### config.mk
export PLATFORM = sky130hd
export DESIGN_NAME = dual_card_serial_control
export DESIGN_NICKNAME = d
export VERILOG_FILES = /design/src/inc/card_ctrl_pkg.sv /design/src/rtl/card_clock_channel.sv /design/src/rtl/dual_card_serial_control.sv
export SDC_FILE = /design/constraint.sdc
export NUM_CORES = 1
export LEC_CHECK = 0
export BUFFER_PORTS_ARGS = -buffer_cell sky130_fd_sc_hd__buf_2
export CORE_MARGIN = 2
export CORE_UTILIZATION = 50
export CTS_CLUSTER_SIZE = 20
export DETAILED_ROUTE_END_ITERATION = 6
export PLACE_DENSITY = 0.72
export SYNTH_ARGS = -nofsm -noshare
export SYNTH_HDL_FRONTEND = slang
export SYNTH_SLANG_ARGS = --single-unit
### constraint.sdc
create_clock -name clk -period 1.96 [get_ports clk]
set_clock_uncertainty 0.1 [all_clocks]
set_input_delay 0.392 -clock clk [delete_from_list [all_inputs] [get_ports clk]]
set_output_delay 0.392 -clock clk [all_outputs]
set_load 0.005 [all_outputs]
### src/inc/card_ctrl_pkg.sv
// field layout and codes of the card serial control
package card_ctrl_pkg;
   // ==========================================
   // word geometry
   localparam int word_w = 16;
   localparam logic [15:0] control_reset = 16'h0000;
   // ==========================================
   // control word fields
   localparam int ctl_supply_b_lo = 0;
   localparam int ctl_select_b = 2;
   localparam int ctl_clock_b_lo = 5;
   localparam int ctl_supply_a_lo = 8;
   localparam int ctl_select_a = 10;
   localparam int ctl_route_a_lo = 11;
   localparam int ctl_clock_a_lo = 13;
   // ==========================================
   // status word fields
   localparam int st_efault_b = 4;
   localparam int st_atr_b = 5;
   localparam int st_ready_b = 6;
   localparam int st_present_b = 7;
   localparam int st_efault_a = 12;
   localparam int st_atr_a = 13;
   localparam int st_ready_a = 14;
   localparam int st_present_a = 15;
   // ==========================================
   // supply codes
   localparam logic [1:0] supply_off = 2'h0;
   localparam logic [1:0] supply_1v8 = 2'h1;
   localparam logic [1:0] supply_3v = 2'h2;
   localparam logic [1:0] supply_5v = 2'h3;
   // ==========================================
   // clock mode codes
   localparam logic [2:0] clk_sync = 3'h0;
   localparam logic [2:0] clk_unused = 3'h1;
   localparam logic [2:0] clk_stop_low = 3'h2;
   localparam logic [2:0] clk_stop_high = 3'h3;
   localparam logic [2:0] clk_div1 = 3'h4;
   localparam logic [2:0] clk_div2 = 3'h5;
   localparam logic [2:0] clk_div4 = 3'h6;
   localparam logic [2:0] clk_div8 = 3'h7;
   // ==========================================
   // card a routing codes
   localparam logic [1:0] route_none = 2'h0;
   localparam logic [1:0] route_aux4 = 2'h1;
   localparam logic [1:0] route_aux8 = 2'h2;
   localparam logic [1:0] route_io = 2'h3;
   // ==========================================
   // serial timing limit
   localparam int sys_clk_hz = 20000000;
   localparam int serial_clk_max_hz = 10000000;
   localparam int sys_cycles_per_serial = sys_clk_hz / serial_clk_max_hz;
endpackage

### src/rtl/card_clock_channel.sv
// one card clock channel: follow, divide or stop
`timescale 1ns/100ps
module card_clock_channel (
   // clock and reset
   input wire logic clk,
   input wire logic sys_rst,
   // control
   input wire logic [2:0] mode,
   input wire logic selected,
   input wire logic active,
   // clock sources
   input wire logic sync_level,
   input wire logic free_level,
   input wire logic free_rise,
   // card clock
   output logic card_clk
);
   logic [2:0] div_reg; // divider on free running edges
   logic [2:0] div_next;
   logic clk_reg; // card clock flop
   logic clk_next;

   // ==========================================
   // next state of divider and card clock
   always_comb begin
      div_next = div_reg;
      clk_next = clk_reg;
      if (free_rise) begin
         div_next = div_reg + 3'h1;
      end
      if (!active) begin
         // channel deactivated: clock low
         clk_next = 1'b0;
      end else begin
         case (mode)
            card_ctrl_pkg::clk_sync: begin
               // follow sync only when selected
               if (selected) begin
                  clk_next = sync_level;
               end
            end
            card_ctrl_pkg::clk_stop_low: clk_next = 1'b0;
            card_ctrl_pkg::clk_stop_high: clk_next = 1'b1;
            card_ctrl_pkg::clk_div1: clk_next = free_level;
            card_ctrl_pkg::clk_div2: clk_next = div_reg[0];
            card_ctrl_pkg::clk_div4: clk_next = div_reg[1];
            card_ctrl_pkg::clk_div8: clk_next = div_reg[2];
            default: clk_next = clk_reg; // unused code holds
         endcase
      end
   end

   // ==========================================
   // registers
   always_ff @(posedge clk or posedge sys_rst) begin
      if (sys_rst) begin
         div_reg <= 3'h0;
         clk_reg <= 1'b0;
      end else begin
         div_reg <= div_next;
         clk_reg <= clk_next;
      end
   end

   assign card_clk = clk_reg;
endmodule

### src/rtl/dual_card_serial_control.sv
// serial command and status port with card a and b channel control
`timescale 1ns/100ps
// Overview of operation
// - sample input on serial clock rise, msb first
// - status bit presented on each serial clock rise
// - load strobe fall copies shift into command
// - strobe low: shift register follows live status
// - strobe rise freezes status for next transfer
// - serial out feeds next unit's serial in
// - two supply bits pick 0, 1.8, 3, 5 volts
// - both supplies off means overall shutdown
// - clock field picks sync, stop or divide
// - power-up puts both clocks in sync mode
// - select bit makes card a data candidate
// - deselected card idles high, host side floats
// - card a route bits pick nothing, aux4, aux8, io
// - status has presence bits, fixed zero bits
// - supply ready reported, gates card communication
// - electrical and answer_to_reset faults reported
// - electrical fault deactivates card automatically
// - low on either side passes to other
// - open-drain fault output on any fault bit
// - reset pin follows host reset when selected
module dual_card_serial_control (
   // clock and reset
   input wire logic clk,
   input wire logic sys_rst,
   // serial port
   input wire logic serial_clk,
   input wire logic serial_in,
   input wire logic load_strobe,
   output logic serial_out,
   // card status sources
   input wire logic present_a,
   input wire logic present_b,
   input wire logic supply_ready_a,
   input wire logic supply_ready_b,
   input wire logic efault_a,
   input wire logic efault_b,
   input wire logic atr_fault_a,
   input wire logic atr_fault_b,
   // supply control
   output logic [1:0] socket_a_supply,
   output logic [1:0] socket_b_supply,
   output logic shutdown,
   // clock and reset sources
   input wire logic sync_clock_in,
   input wire logic free_running_clock_in,
   input wire logic host_reset_in,
   // card pins
   output logic card_clk_a,
   output logic card_clk_b,
   output logic card_rst_a,
   output logic card_rst_b,
   output logic socket_a_aux4,
   output logic socket_a_aux8,
   // host data pin, open drain
   input wire logic host_data_in,
   output logic host_data_out,
   output logic host_data_oe_n,
   // card io pins, open drain
   input wire logic card_io_a_in,
   output logic card_io_a_out,
   output logic card_io_a_oe_n,
   input wire logic card_io_b_in,
   output logic card_io_b_out,
   output logic card_io_b_oe_n,
   // fault pin, open drain
   output logic fault_oe_n
);
   // ==========================================
   // edge detection of the synchronous pins
   logic sclk_prev_reg; // serial clock one cycle ago
   logic load_prev_reg; // load strobe one cycle ago
   logic free_prev_reg; // free running clock one cycle ago
   logic sclk_rise;
   logic load_fall;
   logic free_rise;

   always_ff @(posedge clk or posedge sys_rst) begin
      if (sys_rst) begin
         sclk_prev_reg <= 1'b1;
         load_prev_reg <= 1'b1;
         free_prev_reg <= 1'b0;
      end else begin
         sclk_prev_reg <= serial_clk;
         load_prev_reg <= load_strobe;
         free_prev_reg <= free_running_clock_in;
      end
   end

   assign sclk_rise = serial_clk & ~sclk_prev_reg;
   assign load_fall = ~load_strobe & load_prev_reg;
   assign free_rise = free_running_clock_in & ~free_prev_reg;

   // ==========================================
   // status word assembly
   logic [15:0] status_word; // live card status
   always_comb begin
      status_word = 16'h0000; // fixed zero positions
      status_word[card_ctrl_pkg::st_present_a] = present_a;
      status_word[card_ctrl_pkg::st_present_b] = present_b;
      status_word[card_ctrl_pkg::st_ready_a] = supply_ready_a;
      status_word[card_ctrl_pkg::st_ready_b] = supply_ready_b;
      status_word[card_ctrl_pkg::st_efault_a] = efault_a;
      status_word[card_ctrl_pkg::st_efault_b] = efault_b;
      status_word[card_ctrl_pkg::st_atr_a] = atr_fault_a;
      status_word[card_ctrl_pkg::st_atr_b] = atr_fault_b;
   end

   // ==========================================
   // shift register, command latch, fault lockout
   logic [15:0] shift_reg; // serial shift stage
   logic [15:0] shift_next;
   logic [15:0] cmd_reg; // applied command word
   logic [15:0] cmd_next;
   logic sout_reg; // serial output flop
   logic sout_next;
   logic lock_a_reg; // card a shut by electrical fault
   logic lock_a_next;
   logic lock_b_reg; // card b shut by electrical fault
   logic lock_b_next;

   always_comb begin
      shift_next = shift_reg;
      cmd_next = cmd_reg; // held through shifting
      lock_a_next = lock_a_reg;
      lock_b_next = lock_b_reg;
      if (!load_strobe) begin
         // transparent to live status
         shift_next = status_word;
      end else if (sclk_rise) begin
         // msb first shift in
         shift_next = {shift_reg[14:0], serial_in};
      end
      // strobe fall copies shift into command
      if (load_fall) begin
         cmd_next = shift_reg;
         // a new command lifts the fault lockout
         lock_a_next = 1'b0;
         lock_b_next = 1'b0;
      end
      // fault set wins over clear
      if (efault_a) begin
         lock_a_next = 1'b1;
      end
      if (efault_b) begin
         lock_b_next = 1'b1;
      end
      // out bit is shift msb
      sout_next = shift_next[15];
   end

   always_ff @(posedge clk or posedge sys_rst) begin
      if (sys_rst) begin
         shift_reg <= 16'h0000;
         cmd_reg <= card_ctrl_pkg::control_reset; // sync mode
         sout_reg <= 1'b0;
         lock_a_reg <= 1'b0;
         lock_b_reg <= 1'b0;
      end else begin
         shift_reg <= shift_next;
         cmd_reg <= cmd_next;
         sout_reg <= sout_next;
         lock_a_reg <= lock_a_next;
         lock_b_reg <= lock_b_next;
      end
   end

   // ==========================================
   // command field decode
   logic [1:0] sup_a_cmd; // card a supply code
   logic [1:0] sup_b_cmd; // card b supply code
   logic [2:0] mode_a; // card a clock mode
   logic [2:0] mode_b; // card b clock mode
   logic [1:0] route_a; // card a data routing
   logic sel_a; // card a selected
   logic sel_b; // card b selected
   logic act_a; // card a powered and not locked
   logic act_b; // card b powered and not locked
   logic comm_a; // card a may talk
   logic comm_b; // card b may talk

   assign sup_a_cmd = cmd_reg[card_ctrl_pkg::ctl_supply_a_lo +: 2];
   assign sup_b_cmd = cmd_reg[card_ctrl_pkg::ctl_supply_b_lo +: 2];
   assign mode_a = cmd_reg[card_ctrl_pkg::ctl_clock_a_lo +: 3];
   assign mode_b = cmd_reg[card_ctrl_pkg::ctl_clock_b_lo +: 3];
   assign route_a = cmd_reg[card_ctrl_pkg::ctl_route_a_lo +: 2];
   assign sel_a = cmd_reg[card_ctrl_pkg::ctl_select_a];
   assign sel_b = cmd_reg[card_ctrl_pkg::ctl_select_b];
   // supply code off deactivates the channel
   assign act_a = (sup_a_cmd != card_ctrl_pkg::supply_off) & ~lock_a_reg;
   assign act_b = (sup_b_cmd != card_ctrl_pkg::supply_off) & ~lock_b_reg;
   // talk needs select and ready
   assign comm_a = sel_a & act_a & supply_ready_a;
   assign comm_b = sel_b & act_b & supply_ready_b;

   // ==========================================
   // card clock channels
   card_clock_channel u_clock_a (
      .clk(clk),
      .sys_rst(sys_rst),
      .mode(mode_a),
      .selected(sel_a),
      .active(act_a),
      .sync_level(sync_clock_in),
      .free_level(free_running_clock_in),
      .free_rise(free_rise),
      .card_clk(card_clk_a)
   );

   card_clock_channel u_clock_b (
      .clk(clk),
      .sys_rst(sys_rst),
      .mode(mode_b),
      .selected(sel_b),
      .active(act_b),
      .sync_level(sync_clock_in),
      .free_level(free_running_clock_in),
      .free_rise(free_rise),
      .card_clk(card_clk_b)
   );

   // ==========================================
   // supply, reset, data path and fault pins
   logic [1:0] sup_a_reg; // card a supply drive
   logic [1:0] sup_a_next;
   logic [1:0] sup_b_reg; // card b supply drive
   logic [1:0] sup_b_next;
   logic shdn_reg; // overall shutdown
   logic shdn_next;
   logic rst_a_reg; // card a reset pin
   logic rst_a_next;
   logic rst_b_reg; // card b reset pin
   logic rst_b_next;
   logic aux4_reg; // card a aux4 pin
   logic aux4_next;
   logic aux8_reg; // card a aux8 pin
   logic aux8_next;
   logic host_low_reg; // pulling host data low
   logic host_low_next;
   logic io_a_low_reg; // pulling card a io low
   logic io_a_low_next;
   logic io_b_low_reg; // pulling card b io low
   logic io_b_low_next;
   logic fault_reg; // fault pin asserted
   logic fault_next;
   logic io_a_path; // card a io routed to host
   logic card_a_pulls; // card a io low from the card side
   logic card_b_pulls; // card b io low from the card side
   logic host_pulls; // host data low from the host side

   assign io_a_path = comm_a & (route_a == card_ctrl_pkg::route_io);
   // our own low must not echo back
   assign card_a_pulls = io_a_path & ~card_io_a_in & ~io_a_low_reg;
   assign card_b_pulls = comm_b & ~card_io_b_in & ~io_b_low_reg;
   assign host_pulls = ~host_data_in & ~host_low_reg;

   always_comb begin
      sup_a_next = act_a ? sup_a_cmd : card_ctrl_pkg::supply_off;
      sup_b_next = act_b ? sup_b_cmd : card_ctrl_pkg::supply_off;
      // both fields off gives shutdown
      shdn_next = (sup_a_cmd == card_ctrl_pkg::supply_off) &
                  (sup_b_cmd == card_ctrl_pkg::supply_off);
      // reset follows host when selected
      rst_a_next = rst_a_reg;
      rst_b_next = rst_b_reg;
      if (!act_a) begin
         rst_a_next = 1'b0;
      end else if (sel_a) begin
         rst_a_next = host_reset_in;
      end
      if (!act_b) begin
         rst_b_next = 1'b0;
      end else if (sel_b) begin
         rst_b_next = host_reset_in;
      end
      // aux pins follow host data
      aux4_next = aux4_reg;
      aux8_next = aux8_reg;
      if (!act_a) begin
         aux4_next = 1'b0;
         aux8_next = 1'b0;
      end else if (comm_a) begin
         if (route_a == card_ctrl_pkg::route_aux4) begin
            aux4_next = host_data_in;
         end
         if (route_a == card_ctrl_pkg::route_aux8) begin
            aux8_next = host_data_in;
         end
      end
      // low passes either way, released otherwise
      io_a_low_next = io_a_path & host_pulls;
      io_b_low_next = comm_b & host_pulls;
      // deselected cards leave host side floating
      host_low_next = card_a_pulls | card_b_pulls;
      // any fault bit drives the fault pin
      fault_next = efault_a | efault_b | atr_fault_a | atr_fault_b;
   end

   always_ff @(posedge clk or posedge sys_rst) begin
      if (sys_rst) begin
         sup_a_reg <= card_ctrl_pkg::supply_off;
         sup_b_reg <= card_ctrl_pkg::supply_off;
         shdn_reg <= 1'b1;
         rst_a_reg <= 1'b0;
         rst_b_reg <= 1'b0;
         aux4_reg <= 1'b0;
         aux8_reg <= 1'b0;
         host_low_reg <= 1'b0;
         io_a_low_reg <= 1'b0;
         io_b_low_reg <= 1'b0;
         fault_reg <= 1'b0;
      end else begin
         sup_a_reg <= sup_a_next;
         sup_b_reg <= sup_b_next;
         shdn_reg <= shdn_next;
         rst_a_reg <= rst_a_next;
         rst_b_reg <= rst_b_next;
         aux4_reg <= aux4_next;
         aux8_reg <= aux8_next;
         host_low_reg <= host_low_next;
         io_a_low_reg <= io_a_low_next;
         io_b_low_reg <= io_b_low_next;
         fault_reg <= fault_next;
      end
   end

   // ==========================================
   // output pins from flops, data out pins tied low
   assign serial_out = sout_reg;
   assign socket_a_supply = sup_a_reg;
   assign socket_b_supply = sup_b_reg;
   assign shutdown = shdn_reg;
   assign card_rst_a = rst_a_reg;
   assign card_rst_b = rst_b_reg;
   assign socket_a_aux4 = aux4_reg;
   assign socket_a_aux8 = aux8_reg;
   assign host_data_out = 1'b0;
   assign host_data_oe_n = ~host_low_reg;
   assign card_io_a_out = 1'b0;
   assign card_io_a_oe_n = ~io_a_low_reg;
   assign card_io_b_out = 1'b0;
   assign card_io_b_oe_n = ~io_b_low_reg;
   assign fault_oe_n = ~fault_reg;
endmodule
==> out/results.tsv, run 1 <==
metric	value	unit
status	finished clean	
CTS Buf Count	5	
final setup fails	0	
Final TNS setup	0	ns
drt wl/cell	14.9	µm
Hold WC Path Type	input port to async pin	
Worst Setup SP	shutdown	
number of distinct library cells after synthesis	39	
fillers	401	
clk buf depth	2	
sequential element share of the synthesized area	0.580	
Core Area	4690	µm²
Crit Path Max Fanout	1	
vias per cell	5.39	
commonest non-fill, non-tap cell in the layout	dfrtp_1	
critical path depth	1	
Reg-to-Reg Start	lock_a_reg	
first-pass GRT wire length	7200	µm
max_cap viols	0	
vias in the first global route	1533	
Critical Path Source Type	flop	
Die Area	5420	µm²
ANT nets after route	0	
antenna violations before repair	0	
unrepaired setup endpoints after global routing	no	
maximum vdd drop	0.473	mV
Yosys reg bits	56	
Root Buffer	clkbuf_8	
crit path to	shutdown	
PD cells	906	nW/µm²
Critical Path AT	0.94	ns
largest area contributor in the netlist	dfrtp_1	
global-route usage over all layers	0.178	
share of cells above drive strength 1	0.254	
Slowest cell on crit path	dfstp_2	
CP endpoint kind	output port	
initial DRC count	51	
Post-DP HPWL	3000	µm
Main synth FF type	dfrtp_1	
cell breakdown of the critical path	buf_2	
Pins Over Slew Limit	0	
Worst Reg-to-Reg Cells	3	
leak pwr	1.31	nW
r2r endpoint	host_low_reg	
cell family with most CP delay	flip-flops	
Max Fclk	0.700	GHz
total clock sinks	56	
Crit path buffers/inverters	1	
Post-synth EDFFs	0	
row count	25	
critical path required time	1.47	ns
ys async rst share	1.00	
post-synthesis area per instance	11.9	µm²
Reg clk slew, reported paths	0.09	ns
CP max stage delay	0.53	ns
die height	73.6	µm
period utilization	0.729	
Register-to-Register Setup Slack	0.55	ns
CTS tree	yes	
setup repair bufs after CTS	0	
Setup Slack @ Placement	0.406	ns
clk_lat worst skew	0.31	ns
warnings from Yosys	0	
Post-Syn Area	2420	µm²
Initial Utilization	0.517	
GR Overflow Total	0	
H-Tree Depth	2	
nets@finish	260	
largest net degree at the start of global routing	57	
gpl congestion	0.805	
Final min period	1.43	ns
# port buffers	34	
final worst slack	0.532	ns
ANT cells	0	
Die X	73.6	µm
Pre-Repair DR Iteration Count	4	
Hold Vio Cnt, Final	0	
drt total wl	4390	µm
Area Overhead vs Synth	13.0	%
kind of critical path	flop to output port	
ranking of synthesized cells by area	dfrtp_1 55%, nand2_1 5.3%, mux2_4 5.0%	
DR vias	1584	
cts repair resizes	0	
post-synthesis cell count	204	
post-synth top area share	0.547	
most frequent cells in the layout	53 x dfrtp_1, 34 x nand2_1, 34 x buf_2	
IO Pins	38	
Largest register FFs	16	
cts hold-fix bufs	0	
Post-route DRC	0	
==> through the flow <==
stage	instance area, µm²	cells	power, W	utilization	hold slack [ns]
2_1_floorplan	2430	206	0.00166	-	0.296
3_3_place_gp	2630	286	0.00175	0.561	0.339
3_5_place_dp	2630	286	0.00177	0.561	0.360
4_1_cts	2740	294	0.00250	0.583	0.0270
5_1_grt	2740	294	0.00261	0.583	0.0317
6_report	2740	294	0.00248	0.583	0.0169
==> worst register-to-register path, delay by kind of cell (launching register included) <==
kind / cells / cell delay, ns
compound gates: 2 / 0.31
flops: 1 / 0.41
simple gates: 1 / 0.48
==> how the worst min path moves through the flow <==
stage	start	end	slack [ns]
after floorplan	load_strobe	load_prev_reg	0.30
after global placement	io_b_low_reg	host_low_reg	0.34
after detailed placement	sys_rst	u_clock_b.card_clk	0.36
after CTS	sys_rst	u_clock_b.card_clk	0.03
after global routing	sys_rst	u_clock_b.card_clk	0.03
final	sys_rst	u_clock_b.card_clk	0.02
==> cell type report <==
cell class | instances | area (µm²) | share of cell area
Multi-Input combinational cell | 132 | 922 | 0.337
Inverter | 6 | 22.5 | 0.00823
Tap cell | 54 | 67.6 | 0.0247
Timing Repair Buffer | 38 | 213 | 0.0777
Clock buffer | 6 | 72.6 | 0.0265
Sequential cell | 56 | 1410 | 0.513
Clock inverter | 2 | 35.0 | 0.0128
==> synth_stat cells (all sizes together) (3+ instances only) <==
cell / number
nor2b: 9
nand2: 34
mux2: 18
nand4b: 3
a21boi: 8
mux2i: 5
buf: 10
dfrtp: 53
nand2b: 4
a31oi: 10
inv: 6
nor2: 11
dfstp: 3
==> power by group <==
group,total [W],leakage (nW),switching [W],internal (W)
combinational,0.000328,0.554,0.000143,0.000185
sequential,0.00141,0.704,0.000121,0.00129
clock,0.000742,0.0552,0.000363,0.000380
total,0.00248,1.31,0.000627,0.00185
==> cells by family after synthesis <==
logic type,after synthesis,share of synthesized area
buf+inv,18,0.0428
simple gates,73,0.149
flops,56,0.580
xor+xnor,4,0.0145
compound gates,27,0.0857
mux,23,0.117
fa+ha+maj,2,0.0103
other cells,1,0.00155
==> per-layer routing <==
metal  routed length, µm  GRT usage  up-vias
met2                2140      0.280       36
li1                    -          -      760
met4                  87     0.0687        0
met5                   0          0        -
met1                2000      0.237      780
met3                 160     0.0453        8
No activity file was read; power rests on OpenSTA's default activity.
==> inputs of run 2 (changes only) <==
Settings changed: PLACE_DENSITY 0.72 to 0.75.
Clock period 1.96 ns to 1.3 ns, I/O delays scaled along.
==> run 2 against run 1 <==
Effect of this change: total power rose by 48%; die area did not move; worst hold slack improved by 0.0087 ns; non-clock buffer count rose by 13; largest power group unchanged; clock power rose by 30%; register-to-register slack got worse by 0.53 ns; clock-buffer cell count rose by 2; first-iteration DRC count rose by 43%.
==> out/results.tsv, run 2 (synthesis results as in run 1) <==
metric	value	unit	change
Crit path buffers/inverters	0		was 1
Post-route DRC	0		unchanged
antenna violations before repair	0		unchanged
row count	25		unchanged
status	finished clean		unchanged
final worst slack	0.0154	ns	was 0.532 ns
Critical Path AT	1.41	ns	was 0.94 ns
Hold Vio Cnt, Final	0		unchanged
Setup Slack @ Placement	0.000503	ns	was 0.406 ns
Die X	73.6	µm	unchanged
Reg-to-Reg Start	lock_a_reg		unchanged
critical path required time	1.42	ns	was 1.47 ns
# port buffers	34		unchanged
initial DRC count	73		was 51
Pins Over Slew Limit	0		unchanged
Final Cell Area	2880	µm²	was 2740 µm²
max_cap viols	0		unchanged
WHS Endpoint	host_low_reg		
CP max stage delay	0.46	ns	was 0.53 ns
Die Area	5420	µm²	unchanged
Post-DP HPWL	3370	µm	was 3000 µm
CTS tree	yes		unchanged
vias per cell	5.43		was 5.39
cell family with most CP delay	simple AND/OR/NAND/NOR gates		was flip-flops
maximum vdd drop	0.806	mV	was 0.473 mV
vias in the first global route	1566		was 1533
r2r endpoint	host_low_reg		unchanged
Critical Path Source Type	flop		unchanged
Reg clk slew, reported paths	0.09	ns	about the same
worst hold start	card_io_b_in		
setup repair bufs after CTS	0		unchanged
fillers	385		was 401
Pre-Repair DR Iteration Count	4		unchanged
Crit Path Max Fanout	2		was 1
drt total wl	4740	µm	was 4390 µm
unrepaired setup endpoints after global routing	yes		was no
WHS	0.0256	ns	was 0.0169 ns
clk_lat worst skew	0.31	ns	about the same
Max Fclk	0.778	GHz	
global-route usage over all layers	0.185		was 0.178
GR Overflow Total	0		unchanged
PD cells	1270	nW/µm²	was 906 nW/µm²
most frequent cells in the layout	51 x dfrtp_1, 34 x nand2_1, 34 x buf_2		was 53 x dfrtp_1, 34 x nand2_1, 34 x buf_2
Largest register FFs	16		unchanged
Slowest cell on crit path	or4_1		was dfstp_2
leak pwr	1.38	nW	was 1.31 nW
kind of critical path	flop to flop		was flop to output port
fin cells	308		was 294
Hold Path Depth	2		
total power	0.00366	W	was 0.00248 W
share of cells above drive strength 1	0.299		was 0.254
ANT nets after route	0		unchanged
cell breakdown of the critical path	o21bai_4, or4_1, o31ai_1		was buf_2
first-pass GRT wire length	7530	µm	was 7200 µm
ANT cells	0		unchanged
final setup fails	0		unchanged
placed insts	296		was 286
CTS Buf Count	5		unchanged
period utilization	0.988		
gpl congestion	0.788		was 0.805
Final min period	1.28	ns	
Register-to-Register Setup Slack	0.02	ns	was 0.55 ns
IO Pins	38		unchanged
largest net degree at the start of global routing	26		was 57
DR vias	1671		was 1584
Worst Setup SP	lock_a_reg		was shutdown
Root Buffer	clkbuf_8		unchanged
commonest non-fill, non-tap cell in the layout	dfrtp_1		unchanged
Worst Reg-to-Reg Cells	3		unchanged
CP endpoint kind	flop		was output port
Core Area	4690	µm²	unchanged
clk buf depth	2		unchanged
Area Overhead vs Synth	18.8	%	was 13.0%
Hold WC Path Type	input port to flop		was input port to async pin
H-Tree Depth	2		unchanged
nets@finish	274		was 260
total clock sinks	56		unchanged
Initial Utilization	0.517		unchanged
dpl cell area	2720	µm²	was 2630 µm²
die height	73.6	µm	unchanged
critical path depth	3		was 1
drt wl/cell	15.4	µm	was 14.9 µm
[run 2: cell count changes in the layout (fill, tap and decap cells not counted), moves of 2 or more]
cell	change
buf_4	+7
dlygate4sd3_1	+3
buf_6	+2
dfrtp_1	-2
dfrtp_2	+2
mux2_1	-2
mux2_4	+2
nand2b_4	+2
[run 2: worst register-to-register path, stage by stage, from the launching register on]
cell      delay (ns)
dfrtp_1         0.39
o21bai_4        0.17
or4_1           0.46
o31ai_1         0.08
[run 2: where the power goes]
| part | switching, W | internal [W] |
|---|---|---|
| sequential | 0.000171 | 0.00194 |
| clock | 0.000526 | 0.000436 |
| combinational | 0.000251 | 0.000333 |
[run 2: repair_timing]
item                                    CTS  global route
hold buffers                              2             1
endpoints found under the setup margin    3            19
gates cloned                              0             1
pin swaps                                 0             0
hold endpoints to repair                  9             1
gates resized for setup                   1             7
[run 2: worst max-delay path by stage]
stage / endpoint / slack (ns)
6_report: host_low_reg / 0.02
5_1_grt: host_low_reg / -0.02
4_1_cts: cmd_reg[6] / -0.01
3_5_place_dp: cmd_reg[5] / 0.0005
3_3_place_gp: cmd_reg[7] / 0.04
2_1_floorplan: cmd_reg[0] / -0.04
[run 2: per-stage QoR]
step                      utilization  TNS (ns)
after floorplan                     -    -0.327
after global placement          0.580         0
after global routing            0.614   -0.0765
after CTS                       0.604   -0.0151
after detailed placement        0.580         0
final                           0.614         0
[run 2: routing by layer]
| layer | part of all wire | GRT usage |
|---|---|---|
| met5 | 0 | 0 |
| met1 | 0.46 | 0.258 |
| met2 | 0.50 | 0.293 |
| met4 | 0.016 | 0.0667 |
| met3 | 0.033 | 0.0329 |
[run 2: cell type report]
cell class,count,area [µm²],share of cell area
inverters,6,26.3,0.00912
flip-flops and latches,56,1410,0.489
well taps,54,67.6,0.0235
repair buffers,51,338,0.117
clock buffers,8,90.1,0.0313
multi-input cells,133,951,0.330
